===== config.mk =====
export PLATFORM = sky130hd
export DESIGN_NAME = sccl_current_select
export DESIGN_NICKNAME = d
export VERILOG_FILES = /design/src/hdl/sccl_pkg.sv /design/src/hdl/sccl_ms_timer.sv /design/src/hdl/sccl_current_select.sv
export SDC_FILE = /design/constraint.sdc
export NUM_CORES = 1
export LEC_CHECK = 0
export BUFFER_PORTS_ARGS = -buffer_cell sky130_fd_sc_hd__buf_2
export CAP_MARGIN = 5
export CELL_PAD_IN_SITES_DETAIL_PLACEMENT = 0
export CELL_PAD_IN_SITES_GLOBAL_PLACEMENT = 1
export CORE_ASPECT_RATIO = 2
export CORE_UTILIZATION = 35
export CTS_BUF_LIST = sky130_fd_sc_hd__clkbuf_4
export DETAILED_ROUTE_END_ITERATION = 8
export PLACE_DENSITY_LB_ADDON = 0.1
export REMOVE_ABC_BUFFERS = 1
export SYNTH_ARGS = -nofsm -noshare
export SYNTH_HDL_FRONTEND = slang
export SYNTH_SLANG_ARGS = --single-unit
export TNS_END_PERCENT = 5

===== constraint.sdc =====
create_clock -name clk_sys -period 15.1 [get_ports clk_sys]
set_input_delay 3.02 -clock clk_sys [delete_from_list [all_inputs] [get_ports clk_sys]]
set_output_delay 3.02 -clock clk_sys [all_outputs]
set_load 0.02 [all_outputs]

===== src/hdl/sccl_pkg.sv =====
package sccl_pkg;

   // Percent settings
   localparam int unsigned     PCT_W          = 7;
   localparam logic [6:0]      PCT_MAX        = 7'h64;   // 100 percent
   localparam logic [6:0]      ACCEL_PCT_RST  = 7'h19;   // 25 percent
   localparam logic [6:0]      RUN_PCT_RST    = 7'h19;   // 25 percent
   localparam logic [6:0]      HOLD_PCT_RST   = 7'h05;   // 5 percent

   // Delay settings in milliseconds
   localparam int unsigned     MS_W           = 16;
   localparam logic [15:0]     SETTLE_MS_RST  = 16'h0000;
   localparam logic [15:0]     HOLD_MS_RST    = 16'h0000;

   // Current reference width
   localparam int unsigned     REF_W          = 12;

   // Millisecond tick from the 200 MHz system clock
   localparam int unsigned     CLK_HZ         = 200_000_000;
   localparam int unsigned     MS_PER_S       = 1000;
   localparam int unsigned     TICK_CYC       = CLK_HZ / MS_PER_S;
   localparam int unsigned     TICK_W         = 18;

   // Motion state of the current selector
   typedef enum logic [2:0] {
      SCCL_IDLE_HOLD,
      SCCL_ACCEL,
      SCCL_RUN,
      SCCL_SETTLE,
      SCCL_HOLD_WAIT
   } sccl_state_t;

endpackage : sccl_pkg


===== src/hdl/sccl_ms_timer.sv =====
`timescale 1ns/1ps

// Millisecond down-counter: prescaler plus a 16-bit millisecond count
module sccl_ms_timer
   import sccl_pkg::*;
#(
   parameter int unsigned TICK_CYCLES = TICK_CYC
) (
   input  wire logic              clk_sys,
   input  wire logic              rst_b,
   input  wire logic              clear,      // Stop and zero the timer
   input  wire logic              start,      // Load a new duration
   input  wire logic [MS_W-1:0]   dur_ms,     // Duration in milliseconds
   output logic                   done_q      // High once the duration has passed
);

   logic [TICK_W-1:0] pre_q;              // Cycles within one millisecond
   logic [MS_W-1:0]   ms_q;               // Milliseconds still to wait
   logic              run_q;              // Counting in progress
   logic              tick;               // Millisecond boundary

   localparam logic [TICK_W-1:0] PRE_LAST = TICK_W'(TICK_CYCLES - 1);

   assign tick = run_q && (pre_q == PRE_LAST);

   // Prescaler and millisecond count
   always_ff @(posedge clk_sys) begin
      if (!rst_b || clear) begin
         pre_q  <= '0;
         ms_q   <= '0;
         run_q  <= 1'b0;
         done_q <= 1'b0;
      end else if (start) begin
         // A zero duration completes at once
         pre_q  <= '0;
         ms_q   <= dur_ms;
         run_q  <= (dur_ms != '0);
         done_q <= (dur_ms == '0);
      end else if (run_q) begin
         pre_q <= tick ? '0 : pre_q + 1'b1;
         if (tick) begin
            ms_q <= ms_q - 1'b1;
            if (ms_q == MS_W'(1)) begin
               run_q  <= 1'b0;
               done_q <= 1'b1;
            end
         end
      end
   end

endmodule : sccl_ms_timer


===== src/hdl/sccl_current_select.sv =====
`timescale 1ns/1ps

// What this block does
// - Velocity changing selects acceleration current percent
// - Peak constant velocity selects run current percent
// - Hold current from reset, otherwise only after settle then hold
// - Acceleration percent 0 to 100, resets 25
// - Run percent 0 to 100, resets 25
// - Hold percent 0 to 100, resets 5
// - Hold delay milliseconds, 0 to 65535, resets 0
// - Settle delay milliseconds, 0 to 65535, resets 0
module sccl_current_select
   import sccl_pkg::*;
#(
   parameter int unsigned TICK_CYCLES = TICK_CYC   // Shorten for simulation
) (
   input  wire logic               clk_sys,
   input  wire logic               rst_b,
   // Motion profile generator (same clock)
   input  wire logic               vel_changing,     // Accelerating or decelerating
   input  wire logic               at_peak_vel,      // Constant peak velocity
   // Settings written by the host
   input  wire logic               accel_pct_wr,     // Write strobe
   input  wire logic               run_pct_wr,       // Write strobe
   input  wire logic               hold_pct_wr,      // Write strobe
   input  wire logic               settle_ms_wr,     // Write strobe
   input  wire logic               hold_ms_wr,       // Write strobe
   input  wire logic [PCT_W-1:0]   pct_wdata,        // Percent value
   input  wire logic [MS_W-1:0]    ms_wdata,         // Millisecond value
   input  wire logic [REF_W-1:0]   peak_ref,         // Full scale peak reference
   // Status and settings read back
   output logic [PCT_W-1:0]        accel_current_pct_q,
   output logic [PCT_W-1:0]        run_current_pct_q,
   output logic [PCT_W-1:0]        hold_current_pct_q,
   output logic [MS_W-1:0]         settle_delay_ms_q,
   output logic [MS_W-1:0]         hold_delay_ms_q,
   output logic                    holding_q,        // Hold current in force
   output logic [REF_W-1:0]        cur_ref_q         // Reference to chopping stage
);

   sccl_state_t        state_q;          // Present motion state
   sccl_state_t        state_d;          // Next motion state
   logic               moving;           // Any motion reported
   logic               settle_done;      // Settle timer expired
   logic               hold_done;        // Hold timer expired
   logic               settle_start;     // Load settle timer
   logic               hold_start;       // Load hold timer
   logic               tmr_clear;        // Abandon both timers
   logic [PCT_W-1:0]   prev_pct_q;       // Level kept while settling
   logic [PCT_W-1:0]   sel_pct;          // Percent chosen this cycle
   logic [REF_W-1:0]   ref_d;            // Scaled reference

   // Out-of-range writes are clipped so the setting stays 0 to 100
   function automatic logic [PCT_W-1:0] clip_pct(input logic [PCT_W-1:0] v);
      clip_pct = (v > PCT_MAX) ? PCT_MAX : v;
   endfunction : clip_pct

   // Scale a percent of the peak reference; truncates toward zero
   function automatic logic [REF_W-1:0] scale_ref(input logic [PCT_W-1:0] p,
                                                  input logic [REF_W-1:0] pk);
      logic [REF_W+PCT_W-1:0] prod;
      prod      = (REF_W+PCT_W)'(pk) * (REF_W+PCT_W)'(p);
      scale_ref = REF_W'(prod / (REF_W+PCT_W)'(PCT_MAX));
   endfunction : scale_ref

   assign moving = vel_changing || at_peak_vel;

   // Settings: host writes them, hardware only reads
   always_ff @(posedge clk_sys) begin
      if (!rst_b) begin
         accel_current_pct_q <= ACCEL_PCT_RST;
         run_current_pct_q   <= RUN_PCT_RST;
         hold_current_pct_q  <= HOLD_PCT_RST;
         settle_delay_ms_q   <= SETTLE_MS_RST;
         hold_delay_ms_q     <= HOLD_MS_RST;
      end else begin
         if (accel_pct_wr) begin
            accel_current_pct_q <= clip_pct(pct_wdata);
         end
         if (run_pct_wr) begin
            run_current_pct_q <= clip_pct(pct_wdata);
         end
         if (hold_pct_wr) begin
            hold_current_pct_q <= clip_pct(pct_wdata);
         end
         if (settle_ms_wr) begin
            settle_delay_ms_q <= ms_wdata;
         end
         if (hold_ms_wr) begin
            hold_delay_ms_q <= ms_wdata;
         end
      end
   end

   // Next state; velocity change outranks peak velocity
   always_comb begin
      state_d = state_q;
      unique case (state_q)
         SCCL_IDLE_HOLD, SCCL_SETTLE, SCCL_HOLD_WAIT: begin
            if (vel_changing || at_peak_vel) begin
               // Restart always begins on acceleration current
               state_d = SCCL_ACCEL;
            end else if (state_q == SCCL_SETTLE && settle_done) begin
               state_d = SCCL_HOLD_WAIT;
            end else if (state_q == SCCL_HOLD_WAIT && hold_done) begin
               state_d = SCCL_IDLE_HOLD;
            end
         end
         SCCL_ACCEL, SCCL_RUN: begin
            if (vel_changing) begin
               state_d = SCCL_ACCEL;
            end else if (at_peak_vel) begin
               state_d = SCCL_RUN;
            end else begin
               state_d = SCCL_SETTLE;
            end
         end
      endcase
   end

   // Timer control
   assign tmr_clear    = moving;
   assign settle_start = (state_q == SCCL_ACCEL || state_q == SCCL_RUN) && !moving;
   assign hold_start   = (state_q == SCCL_SETTLE) && settle_done && !moving;

   // Settle then hold timers; hold starts only when settle ends
   sccl_ms_timer #(.TICK_CYCLES(TICK_CYCLES)) u_settle_tmr (
      .clk_sys (clk_sys),
      .rst_b   (rst_b),
      .clear   (tmr_clear),
      .start   (settle_start),
      .dur_ms  (settle_delay_ms_q),
      .done_q  (settle_done)
   );

   sccl_ms_timer #(.TICK_CYCLES(TICK_CYCLES)) u_hold_tmr (
      .clk_sys (clk_sys),
      .rst_b   (rst_b),
      .clear   (tmr_clear),
      .start   (hold_start),
      .dur_ms  (hold_delay_ms_q),
      .done_q  (hold_done)
   );

   // Percent for the coming state; settling keeps the last moving level
   assign sel_pct = (state_d == SCCL_ACCEL) ? accel_current_pct_q :
                    (state_d == SCCL_RUN)   ? run_current_pct_q :
                    (state_d == SCCL_IDLE_HOLD) ? hold_current_pct_q :
                    prev_pct_q;

   assign ref_d = scale_ref(sel_pct, peak_ref);

   // State, kept level and registered reference
   always_ff @(posedge clk_sys) begin
      if (!rst_b) begin
         state_q    <= SCCL_IDLE_HOLD;
         prev_pct_q <= '0;
         holding_q  <= 1'b1;
         cur_ref_q  <= '0;
      end else begin
         state_q    <= state_d;
         prev_pct_q <= sel_pct;
         holding_q  <= (state_d == SCCL_IDLE_HOLD);
         cur_ref_q  <= ref_d;
      end
   end

   // Acceleration current follows velocity change by one clock
   chk_accel_level: assert property (
      @(posedge clk_sys) disable iff (!rst_b)
      vel_changing |=> cur_ref_q == scale_ref($past(accel_current_pct_q), $past(peak_ref)))
      else $error("accel current not applied");

   // Run state at steady peak velocity
   chk_run_level: assert property (
      @(posedge clk_sys) disable iff (!rst_b)
      (at_peak_vel && !vel_changing) [*2] |=> state_q == SCCL_RUN)
      else $error("run state not reached");

   // No hold while settling or waiting
   chk_no_early_hold: assert property (
      @(posedge clk_sys) disable iff (!rst_b)
      (state_q == SCCL_SETTLE || state_q == SCCL_HOLD_WAIT) |-> !holding_q)
      else $error("hold current before delays ended");

   // Hold only after hold timer
   chk_hold_entry: assert property (
      @(posedge clk_sys) disable iff (!rst_b)
      $rose(holding_q) |-> $past(state_q) == SCCL_HOLD_WAIT && $past(hold_done))
      else $error("hold entered without delay");

   // Percent settings stay in range
   chk_pct_range: assert property (
      @(posedge clk_sys) disable iff (!rst_b)
      accel_current_pct_q <= PCT_MAX && run_current_pct_q <= PCT_MAX
      && hold_current_pct_q <= PCT_MAX)
      else $error("current percent above full scale");

   // Write lands next clock
   chk_hold_pct_wr: assert property (
      @(posedge clk_sys) disable iff (!rst_b)
      hold_pct_wr && pct_wdata <= PCT_MAX |=> hold_current_pct_q == $past(pct_wdata))
      else $error("hold percent write lost");

   // Delay write lands next clock
   chk_hold_ms_wr: assert property (
      @(posedge clk_sys) disable iff (!rst_b)
      hold_ms_wr |=> hold_delay_ms_q == $past(ms_wdata))
      else $error("hold delay write lost");

   // Settle write lands next clock
   chk_settle_ms_wr: assert property (
      @(posedge clk_sys) disable iff (!rst_b)
      settle_ms_wr |=> settle_delay_ms_q == $past(ms_wdata))
      else $error("settle delay write lost");

   // Restart aborts pending hold
   chk_restart_abort: assert property (
      @(posedge clk_sys) disable iff (!rst_b)
      (state_q == SCCL_SETTLE || state_q == SCCL_HOLD_WAIT) && moving
      |=> state_q == SCCL_ACCEL && !settle_done && !hold_done)
      else $error("restart did not abort hold wait");

endmodule : sccl_current_select


# Yosys cells after proc, flatten, opt, wreduce, memory -nomap -nowiden
# Cells that the tools add are included.
op_classes:
  n_mul: 1
  n_reduce_logical: 31
  order_cmp: 1
  eq_ne: 10
  div: 1
  addsub: 4
  n_mux: 34
op_table:
  columns: ["operator", "n"]
  rows:
  - ["2-to-1 mux 16 bit", 6]
  - ["adder 18 x 1 -> 18 bit, second input constant", 2]
  - ["equality test 18 bit, second input constant", 2]
  - ["2-to-1 mux 18 bit", 2]
  - ["equality test 16 x 1 -> 1 bit, second input constant", 2]
  - ["zero test 16 bit", 2]
  - ["nonzero test 16 bit", 2]
  - ["subtractor 16 x 1 -> 16 bit, second input constant", 2]
  - ["2-to-1 mux 7 bit", 4]
  - ["divider 19 x 7 -> 19 bit, second input constant", 1]
  - ["multiplier 12 x 7 -> 19 bit", 1]
  - ["2-to-1 mux 1 bit", 17]
  - ["nonzero test 2 bit", 6]
  - ["equality test 3 x 2 -> 1 bit, second input constant", 3]
  - ["2-to-1 mux 3 bit", 3]
  - ["greater-than comparator 7 bit, second input constant", 1]
  - ["equality test 3 x 1 -> 1 bit, second input constant", 2]
  - ["logical AND 1 bit", 6]
  - ["zero test 3 bit", 2]
  - ["one-hot mux 3 bit (2 select lines)", 1]
  - ["AND reduction 3 bit", 2]
  - ["OR reduction 2 bit", 3]
  - ["AND reduction 2 bit", 2]
  - ["equality test 3 bit, second input constant", 1]
  - ["other kinds (4)", 7]
totals:
  register_bits: 148
  elab_cells: 99
  out_inout_bits: 66

# Depth between registers and ports, before layout
# Gate-level depths: netlist of run 1.
depth:
  ltp_word: 12
  depth_mapped: 58
  mapped_depth_nobuf: 51

# Hierarchy
# A second synthesis of run 1 with hierarchy kept.
unflattened:
  hier_cells: 1501
  hier_area_um2: 12470.7
modules_own_cells:
  columns: ["module", "seq_area_each_um2", "n_inst", "cells_each", "area_per_inst_um2"]
  rows:
  - ["sccl_current_select", 1521.5, 1, 1051, 8674.6]
  - ["sccl_ms_timer", 720.7, 2, 225, 1898.1]

# Worst setup path before layout of run 1
# No wires, ideal clock.
synth_timing:
  path_type: "input-to-reg"
  start: "in at_peak_vel"
  end: "reg cur_ref_q[1]"
  setup_ns: 0.070
  path_slack_ns: -0.616
  arrival_time_ns: 15.646
  n_path_buf: 6
  cell_stages: 55
  required_time_ns: 15.030
  path_cell_list: "inv_1 > mux2i_1 > a21oi_1 > o32ai_1 > nand2b_1 > nor2_1 > mux2i_1 > nor2_1 > a21oi_1 > o21ai_0 > clkbuf_1 > nand2_1 > fa_1 > fa_1 > inv_1 > fa_1 > inv_1 > fa_1 > (+19 left out) > mux2i_1 > o21ai_1 > o21a_1 > o31ai_2 > a31oi_2 > a221o_1 > buf_6 > a31o_1 > and2_1 > buf_6 > or4_4 > buf_6 > a2111oi_4 > nor3_2 > a2bb2oi_1 > or4_4 > or3_1 > a21oi_1"
synth_via:
  elab_chain_len: 9
synth_lines:
  columns: ["item", "line", "source"]
  rows:
  - ["start, declared", "sccl_current_select.sv:21", "input wire logic at_peak_vel,"]
  - ["2-to-1 mux 1 bit / logical OR 1 bit (equally long branches)", "sccl_current_select.sv:112, sccl_current_select.sv:100", null]
  - ["2-to-1 mux 2 bit / 2-to-1 mux 3 bit (equally long branches)", "sccl_current_select.sv:110, sccl_current_select.sv:100", null]
  - ["one-hot mux 3 bit (2 select lines) (*)", "sccl_current_select.sv:98", "unique case (state_q)"]
  - ["zero test 3 bit", "sccl_current_select.sv:148", "(state_d == SCCL_IDLE_HOLD) ? hold_current_pct_q :"]
  - ["2-to-1 mux 7 bit", "sccl_current_select.sv:148", null]
  - ["2-to-1 mux 7 bit", "sccl_current_select.sv:147", "(state_d == SCCL_RUN) ? run_current_pct_q :"]
  - ["2-to-1 mux 7 bit (*)", "sccl_current_select.sv:146", "assign sel_pct = (state_d == SCCL_ACCEL) ? accel_current_pct_q :"]
  - ["multiplier 12 x 7 -> 19 bit (*)", "sccl_current_select.sv:62", "prod = (REF_W+PCT_W)'(pk) * (REF_W+PCT_W)'(p);"]
  - ["divider 19 x 7 -> 19 bit (*)", "sccl_current_select.sv:63", "scale_ref = REF_W'(prod / (REF_W+PCT_W)'(PCT_MAX));"]
  - ["end signal, assigned", "sccl_current_select.sv:164", "cur_ref_q <= ref_d;"]
  - ["end, declared", "sccl_current_select.sv:38", "output logic [REF_W-1:0] cur_ref_q"]
# Every way passes the cells marked *; elsewhere a longest branch is shown, timed or not.
# A chain may end at the register's enable or synchronous reset.

# Worst setup path in the final report of run 1
# Same ends and word-level chain as after synthesis.

==> qor.txt, run 1 <==
======================================================================================================
Commonest cells post-synth                                                                sky130_fd_sc_hd__nor2_1, sky130_fd_sc_hd__dfxtp_1, sky130_fd_sc_hd__nand2_1
Worst Path Arrival                                                                            15.15 ns
Post-synth ARST share                                                                                0
Hold-fix buffers at CTS                                                                              0
Last weighted congestion value of the routability-driven placer                                  0.884
Library cell used as clock root buffer                                                    sky130_fd_sc_hd__clkbuf_4
H-tree depth reported by CTS                                                                         4
Die Y-Extent                                                                                    259 µm
Final setup fails                                                                                    0
Number of cells on the critical path                                                                56
Simple-gate share of the synthesized area                                                        0.252
#FFs+latches synth                                                                                 148
Number of global-route vias before repair                                                        11576
Post-layout nets                                                                                  1853
Unique cell type count in the Yosys netlist                                                        102
Cell count after synthesis                                                                        1400
Area share of the leading cell type in the synthesized netlist                                   0.255
Kind of path behind the tightest hold check                                               flop to flop
Avg WL per Cell                                                                                17.4 µm
CTS tree                                                                                           yes
Least-Margin Pin Slew                                                                          1.05 ns
Startpoint of the most critical setup path                                                 at_peak_vel
Parity-gate share of the synthesized area counting xor and xnor cells                           0.0736
Cell types with the largest area share after synthesis                                    sky130_fd_sc_hd__dfxtp_1, sky130_fd_sc_hd__fa_1, sky130_fd_sc_hd__nor2_1
Maximum Capacitance Violations                                                                       0
Outcome                                                                                   complete, no violations
Reg2reg path depth                                                                                  54
Number of buffers on the longest clock path                                                          2
Area overhead of the layout relative to synthesis                                                31.9%
Synthesized cell area                                                                        11600 µm²
Warnings from Yosys                                                                                  0
Total gr overflow                                                                                    0
Layout cell share with drive strength beyond 1                                                   0.310
Total buffers and inverters traversed by the critical path                                          12
Clock insertion delay at the later pin of the skew report                                      0.60 ns
Final Hold Vio Count                                                                                 0
Number of buffers added by the clock tree synthesis step                                            17
Number of antenna violations at the first check in global routing                                    3
Number of enable-type register cells in the synthesized netlist                                      0
Via Count                                                                                        11301
CP top delay family                                                                       compound AO/OA/AOI/OAI gates
Period utilisation layout                                                                        0.968
Number of input and output port buffers inserted                                                   109
Mux contribution to synthesized area                                                            0.0589
Initial core utilization                                                                         0.354
CTS Sinks                                                                                          148
Most used standard cell by instance count after synthesis                                 sky130_fd_sc_hd__nor2_1
First-pass GRT wire length                                                                    58700 µm
Area of the core                                                                             32800 µm²
Minimum setup slack among reg-to-reg paths                                                     2.36 ns
Clock transition at the register clock pins on the worst setup and hold paths after CTS        0.13 ns
Router iterations before antenna repair                                                              4
Type of element capturing the critical path                                                       flop
Critical-path cell with the highest stage delay                                           sky130_fd_sc_hd__fa_1
ANT nets after route                                                                                 0
Capturing point of the worst reg2reg path                                                 cur_ref_q[1]
Slew Viols, Final                                                                                    0
Fraction of the core area covered by cells at the end of the flow                                0.466
Minimum clock period after layout                                                             14.62 ns
Die Area                                                                                     33900 µm²
Max-slew headroom at the worst pin                                                               0.298
Launch point of the worst reg-to-reg path                                                   state_q[0]
Final wirelength                                                                              37600 µm
Adder-cell share of the synthesized area                                                         0.131
Overall track demand over capacity in global routing                                             0.225
Critical Path RT                                                                              15.62 ns
Startpoint type of the worst setup path                                                     input port
Dominant combinational cell family by area after synthesis                                simple AND/OR/NAND/NOR gates
Mean Syn Cell Area                                                                            8.29 µm²
Residual DRC count                                                                                   0
Crit path kind                                                                            input port to flop
Fraction of the mapped netlist area in compound gates                                            0.187
Maximum fanout encountered on the critical timing path                                               7
Number of rows in the core area                                                                     94
Portion of the post-synthesis area used by sequential elements                                   0.255
Capturing element of the worst setup path                                                 cur_ref_q[1]
Top-level I/O count                                                                                110
Via density                                                                                       5.23
Library cell appearing most often on the critical path                                    sky130_fd_sc_hd__buf_4
Initial DRC count                                                                                  322
Maximum single-stage delay on the critical path                                                0.55 ns
Clock skew after layout                                                                      0.0293 ns
Die extent in x                                                                                 131 µm
Half-perimeter wire length after placement                                                    29800 µm
Pin count of the biggest net entering global routing                                                61
Achievable frequency                                                                        0.0684 GHz
Post-synthesis cell type with the largest combined area                                   sky130_fd_sc_hd__dfxtp_1
Ys flop type                                                                              sky130_fd_sc_hd__dfxtp_1
======================================================================================================
[cells by family (layout without fill, tap and decap cells)]
| family | Yosys count | count (layout) |
|---|---|---|
| other | 0 | 1 |
| buffers and inverters | 117 | 446 |
| xor gates and xnor gates | 94 | 94 |
| and+or+nand+nor | 590 | 590 |
| AOI/OAI and AO/OA | 292 | 292 |
| muxes | 67 | 67 |
| adders and majority gates | 92 | 92 |
| DFF | 148 | 148 |
[timing repair]
action	CTS	global route
setup buffers	1	23
setup endpoints to repair	2	3
hold endpoints to repair	0	0
gates resized for setup	18	137
pin swaps	2	71
[worst min path at each step]
stage                     slack (ns)                  start               endpoint  depth (start not counted)
final                           0.52  u_settle_tmr.pre_q[1]  u_settle_tmr.pre_q[1]                          2
after CTS                       0.52  u_settle_tmr.pre_q[1]  u_settle_tmr.pre_q[1]                          2
after global routing            0.54  u_settle_tmr.pre_q[1]  u_settle_tmr.pre_q[1]                          2
after global placement          0.50    u_settle_tmr.done_q    u_settle_tmr.done_q                          2
after floorplan                 0.47      u_hold_tmr.done_q      u_hold_tmr.done_q                          1
after detailed placement        0.50    u_hold_tmr.pre_q[3]    u_hold_tmr.pre_q[3]                          2
[final cells by class]
class	count	area, µm²
Fill cell	3336	17500
Tap cell	432	541
Sequential cell	148	2960
Antenna cell	1	2.50
Clock inverter	13	181
Timing Repair Buffer	352	2400
Inverter	63	236
Multi-Input combinational cell	1135	8840
Clock buffer	18	135
[through the flow]
step | instances | hold slack (ns) | setup TNS (ns) | instance area [µm²] | setup WS, ns
after floorplan | 1346 | 0.467 | -1.54 | 11300 | -0.776
after global placement | 2106 | 0.499 | -1.59 | 14100 | -0.735
after detailed placement | 2106 | 0.499 | -1.74 | 14100 | -0.777
after CTS | 2138 | 0.521 | 0 | 14500 | 0.0150
after global routing | 2162 | 0.545 | -0.237 | 15300 | -0.123
final | 2162 | 0.518 | 0 | 15300 | 0.477
[cells in the final DEF (no fill, tap or decap), types with 14 or more instances in the layout]
cell type and count:
sky130_fd_sc_hd__o21ai_0 35, sky130_fd_sc_hd__fa_1 46, sky130_fd_sc_hd__nand4_1 18, sky130_fd_sc_hd__nor3_1 34, sky130_fd_sc_hd__a21oi_1 37, sky130_fd_sc_hd__nand3_1 32
sky130_fd_sc_hd__nand2_1 126, sky130_fd_sc_hd__nor4_1 19, sky130_fd_sc_hd__clkbuf_4 18, sky130_fd_sc_hd__mux2i_1 54, sky130_fd_sc_hd__xnor2_1 47, sky130_fd_sc_hd__dfxtp_1 148
sky130_fd_sc_hd__nand2b_1 14, sky130_fd_sc_hd__ha_1 39, sky130_fd_sc_hd__and2_1 70, sky130_fd_sc_hd__inv_1 58, sky130_fd_sc_hd__xor2_1 41, sky130_fd_sc_hd__a211oi_1 32
sky130_fd_sc_hd__buf_4 237, sky130_fd_sc_hd__buf_2 109, sky130_fd_sc_hd__nor2_1 175
[tightest hold or removal path, cell delays in order, from the launching register on]
cell and delay, ns:
sky130_fd_sc_hd__dfxtp_1 0.35, sky130_fd_sc_hd__nand2b_1 0.08, sky130_fd_sc_hd__a21oi_1 0.06
[registers in the layout, indices dropped and copies added (netlist names), 3 cells and up]
signal	flops
u_hold_tmr.ms_q	16
u_hold_tmr.pre_q	18
accel_current_pct_q	7
prev_pct_q	7
run_current_pct_q	7
settle_delay_ms_q	16
hold_current_pct_q	7
cur_ref_q	12
u_settle_tmr.ms_q	16
state_q	3
u_settle_tmr.pre_q	18
hold_delay_ms_q	16
[layer usage]
metal / share of wire / global-route usage / vias up
met1: 0.33 / 0.196 / 5492
met3: 0.023 / 0.0324 / 66
met5: 0.00051 / 0 / -
met4: 0.031 / 0.0827 / 4
met2: 0.61 / 0.482 / 149
li1: - / - / 5590
Power of run 1 is left out: the tool's default activity adds up to more than one toggle a clock period on the data nets, which glitch-free logic cannot reach.
==> run 2: changes to the inputs <==
==> constraint.sdc (replaced) <==
create_clock -name clk_sys -period 18.6 [get_ports clk_sys]
set_input_delay 3.72 -clock clk_sys [delete_from_list [all_inputs] [get_ports clk_sys]]
set_output_delay 3.72 -clock clk_sys [all_outputs]
set_load 0.02 [all_outputs]
==> qor.txt, run 2 (same netlist as run 1, synthesis figures left out) <==
======================================================================================================
Total buffers and inverters traversed by the critical path                                           4   was 12
Via density                                                                                       5.41   was 5.23
Commonest cells after routing, fill and taps aside                                        sky130_fd_sc_hd__nor2_1, sky130_fd_sc_hd__dfxtp_1, sky130_fd_sc_hd__nand2_1, sky130_fd_sc_hd__buf_2, sky130_fd_sc_hd__and2_1   was sky130_fd_sc_hd__buf_4, sky130_fd_sc_hd__nor2_1, sky130_fd_sc_hd__dfxtp_1, sky130_fd_sc_hd__nand2_1, sky130_fd_sc_hd__buf_2
Avg WL per Cell                                                                                18.2 µm   was 17.4 µm
RSZ-0062 raised after global routing                                                             false
Initial core utilization                                                                         0.354   unchanged
TNS Setup                                                                                         0 ns   unchanged
Number of rows in the core area                                                                     94   unchanged
Post-layout nets                                                                                  1627   was 1853
Die Y-Extent                                                                                    259 µm   unchanged
Number of buffers on the longest clock path                                                          2   unchanged
Hold-fix buffers at CTS                                                                              0   unchanged
Least-Margin Pin Slew                                                                          1.06 ns   was 1.05 ns
Top-level I/O count                                                                                110   unchanged
Number of antenna violations at the first check in global routing                                    2   was 3
Number of global-route vias before repair                                                        10838   was 11576
Most common cell after layout, fill and taps aside                                        sky130_fd_sc_hd__nor2_1   was sky130_fd_sc_hd__buf_4
Residual DRC count                                                                                   0   unchanged
Number of input and output port buffers inserted                                                   109   unchanged
Achievable frequency                                                                        0.0573 GHz
Area overhead of the layout relative to synthesis                                                11.2%   was 31.9%
ANT nets after route                                                                                 0   unchanged
Final wirelength                                                                              35300 µm   was 37600 µm
Largest registers                                                                         u_hold_tmr.pre_q: 18 flops, u_settle_tmr.pre_q: 18 flops   unchanged
Outcome                                                                                   complete, no violations   unchanged
Maximum Capacitance Violations                                                                       0   unchanged
H-tree depth reported by CTS                                                                         4   unchanged
Pin count of the biggest net entering global routing                                                60   was 61
Die extent in x                                                                                 131 µm   unchanged
Minimum clock period after layout                                                             17.47 ns
Crit path kind                                                                            input port to flop   unchanged
Last weighted congestion value of the routability-driven placer                                  0.899   was 0.884
Critical-path cell with the highest stage delay                                           sky130_fd_sc_hd__or4_4   was sky130_fd_sc_hd__fa_1
Number of buffers added by the clock tree synthesis step                                            17   unchanged
Die Area                                                                                     33900 µm²   unchanged
Via Count                                                                                        10470   was 11301
Setup bufs post-CTS                                                                                  0   was 1
Clock transition at the register clock pins on the worst setup and hold paths after CTS        0.14 ns   was 0.13 ns
Period utilisation layout                                                                        0.939
Critical Path RT                                                                              19.13 ns   was 15.62 ns
Layout cell share with drive strength beyond 1                                                   0.139   was 0.310
Worst Path Arrival                                                                            17.99 ns   was 15.15 ns
Startpoint type of the worst setup path                                                     input port   unchanged
Overall track demand over capacity in global routing                                             0.215   was 0.225
Library cell appearing most often on the critical path                                    sky130_fd_sc_hd__a21oi_1   was sky130_fd_sc_hd__buf_4
Footprint of the multi-input gates                                                            8150 µm²   was 8840 µm²
CTS tree                                                                                           yes   unchanged
First-pass GRT wire length                                                                    55900 µm   was 58700 µm
Clock skew after layout                                                                      0.0294 ns   was 0.0293 ns
Total gr overflow                                                                                    0   unchanged
Clock insertion delay at the later pin of the skew report                                      0.60 ns   about the same
Max-slew headroom at the worst pin                                                               0.290   was 0.298
Area of the core                                                                             32800 µm²   unchanged
Library cell used as clock root buffer                                                    sky130_fd_sc_hd__clkbuf_4   unchanged
Register area                                                                                 2960 µm²   unchanged
Router iterations before antenna repair                                                              4   unchanged
# resized after CTS                                                                                  0   was 18
CTS Sinks                                                                                          148   unchanged
CP top delay family                                                                       compound AO/OA/AOI/OAI gates   unchanged
Kind of path behind the tightest hold check                                               flop to flop   unchanged
Type of element capturing the critical path                                                       flop   unchanged
Slew Viols, Final                                                                                    0   unchanged
Half-perimeter wire length after placement                                                    28100 µm   was 29800 µm
Initial DRC count                                                                                  326   was 322
Maximum fanout encountered on the critical timing path                                              11   was 7
Final Hold Vio Count                                                                                 0   unchanged
Filler Cell Count                                                                                 3499   was 3336
Maximum single-stage delay on the critical path                                                0.63 ns   was 0.55 ns
Final setup fails                                                                                    0   unchanged
======================================================================================================
## run 2: cell count changes in the layout (fill, tap and decap cells not counted), sizes merged
cell and delta:
buf -226, clkinvlp -1, inv +2
## run 2: worst paths after layout
kind,from,to,cells after the start,slack (ns)
setup / recovery,at_peak_vel,cur_ref_q[1],49,1.13
hold / removal,u_hold_tmr.done_q,u_hold_tmr.done_q,1,0.51
setup reg to reg,state_q[1],cur_ref_q[1],47,3.83
hold reg to reg,u_hold_tmr.done_q,u_hold_tmr.done_q,1,0.51
## run 2: through the flow
stage          cell area, µm²  setup slack, ns   util  cells  hold slack (ns)
4_1_cts                 12900             1.20  0.393   1936            0.519
2_1_floorplan           11300             2.02      -   1346            0.467
6_report                12900             1.13  0.393   1937            0.514
3_3_place_gp            12600            0.602  0.383   1904            0.493
5_1_grt                 12900          0.00544  0.393   1937            0.537
3_5_place_dp            12600            0.562  0.383   1904            0.490
## run 2: final cells by class
type	count	share of cell area
repair buffers	126	0.0522
clock inverters	14	0.0155
inverters	63	0.0183
flip-flops and latches	148	0.230
multi-input cells	1135	0.632
diodes	1	0.000194
clock buffers	18	0.0105
well taps	432	0.0419
## run 2: routing by layer
layer	global-route usage	wire [µm]
met5	0	14
met4	0.0964	1320
met3	0.0346	961
met2	0.447	21000
met1	0.190	12000
Power of run 2 is left out for the same reason.
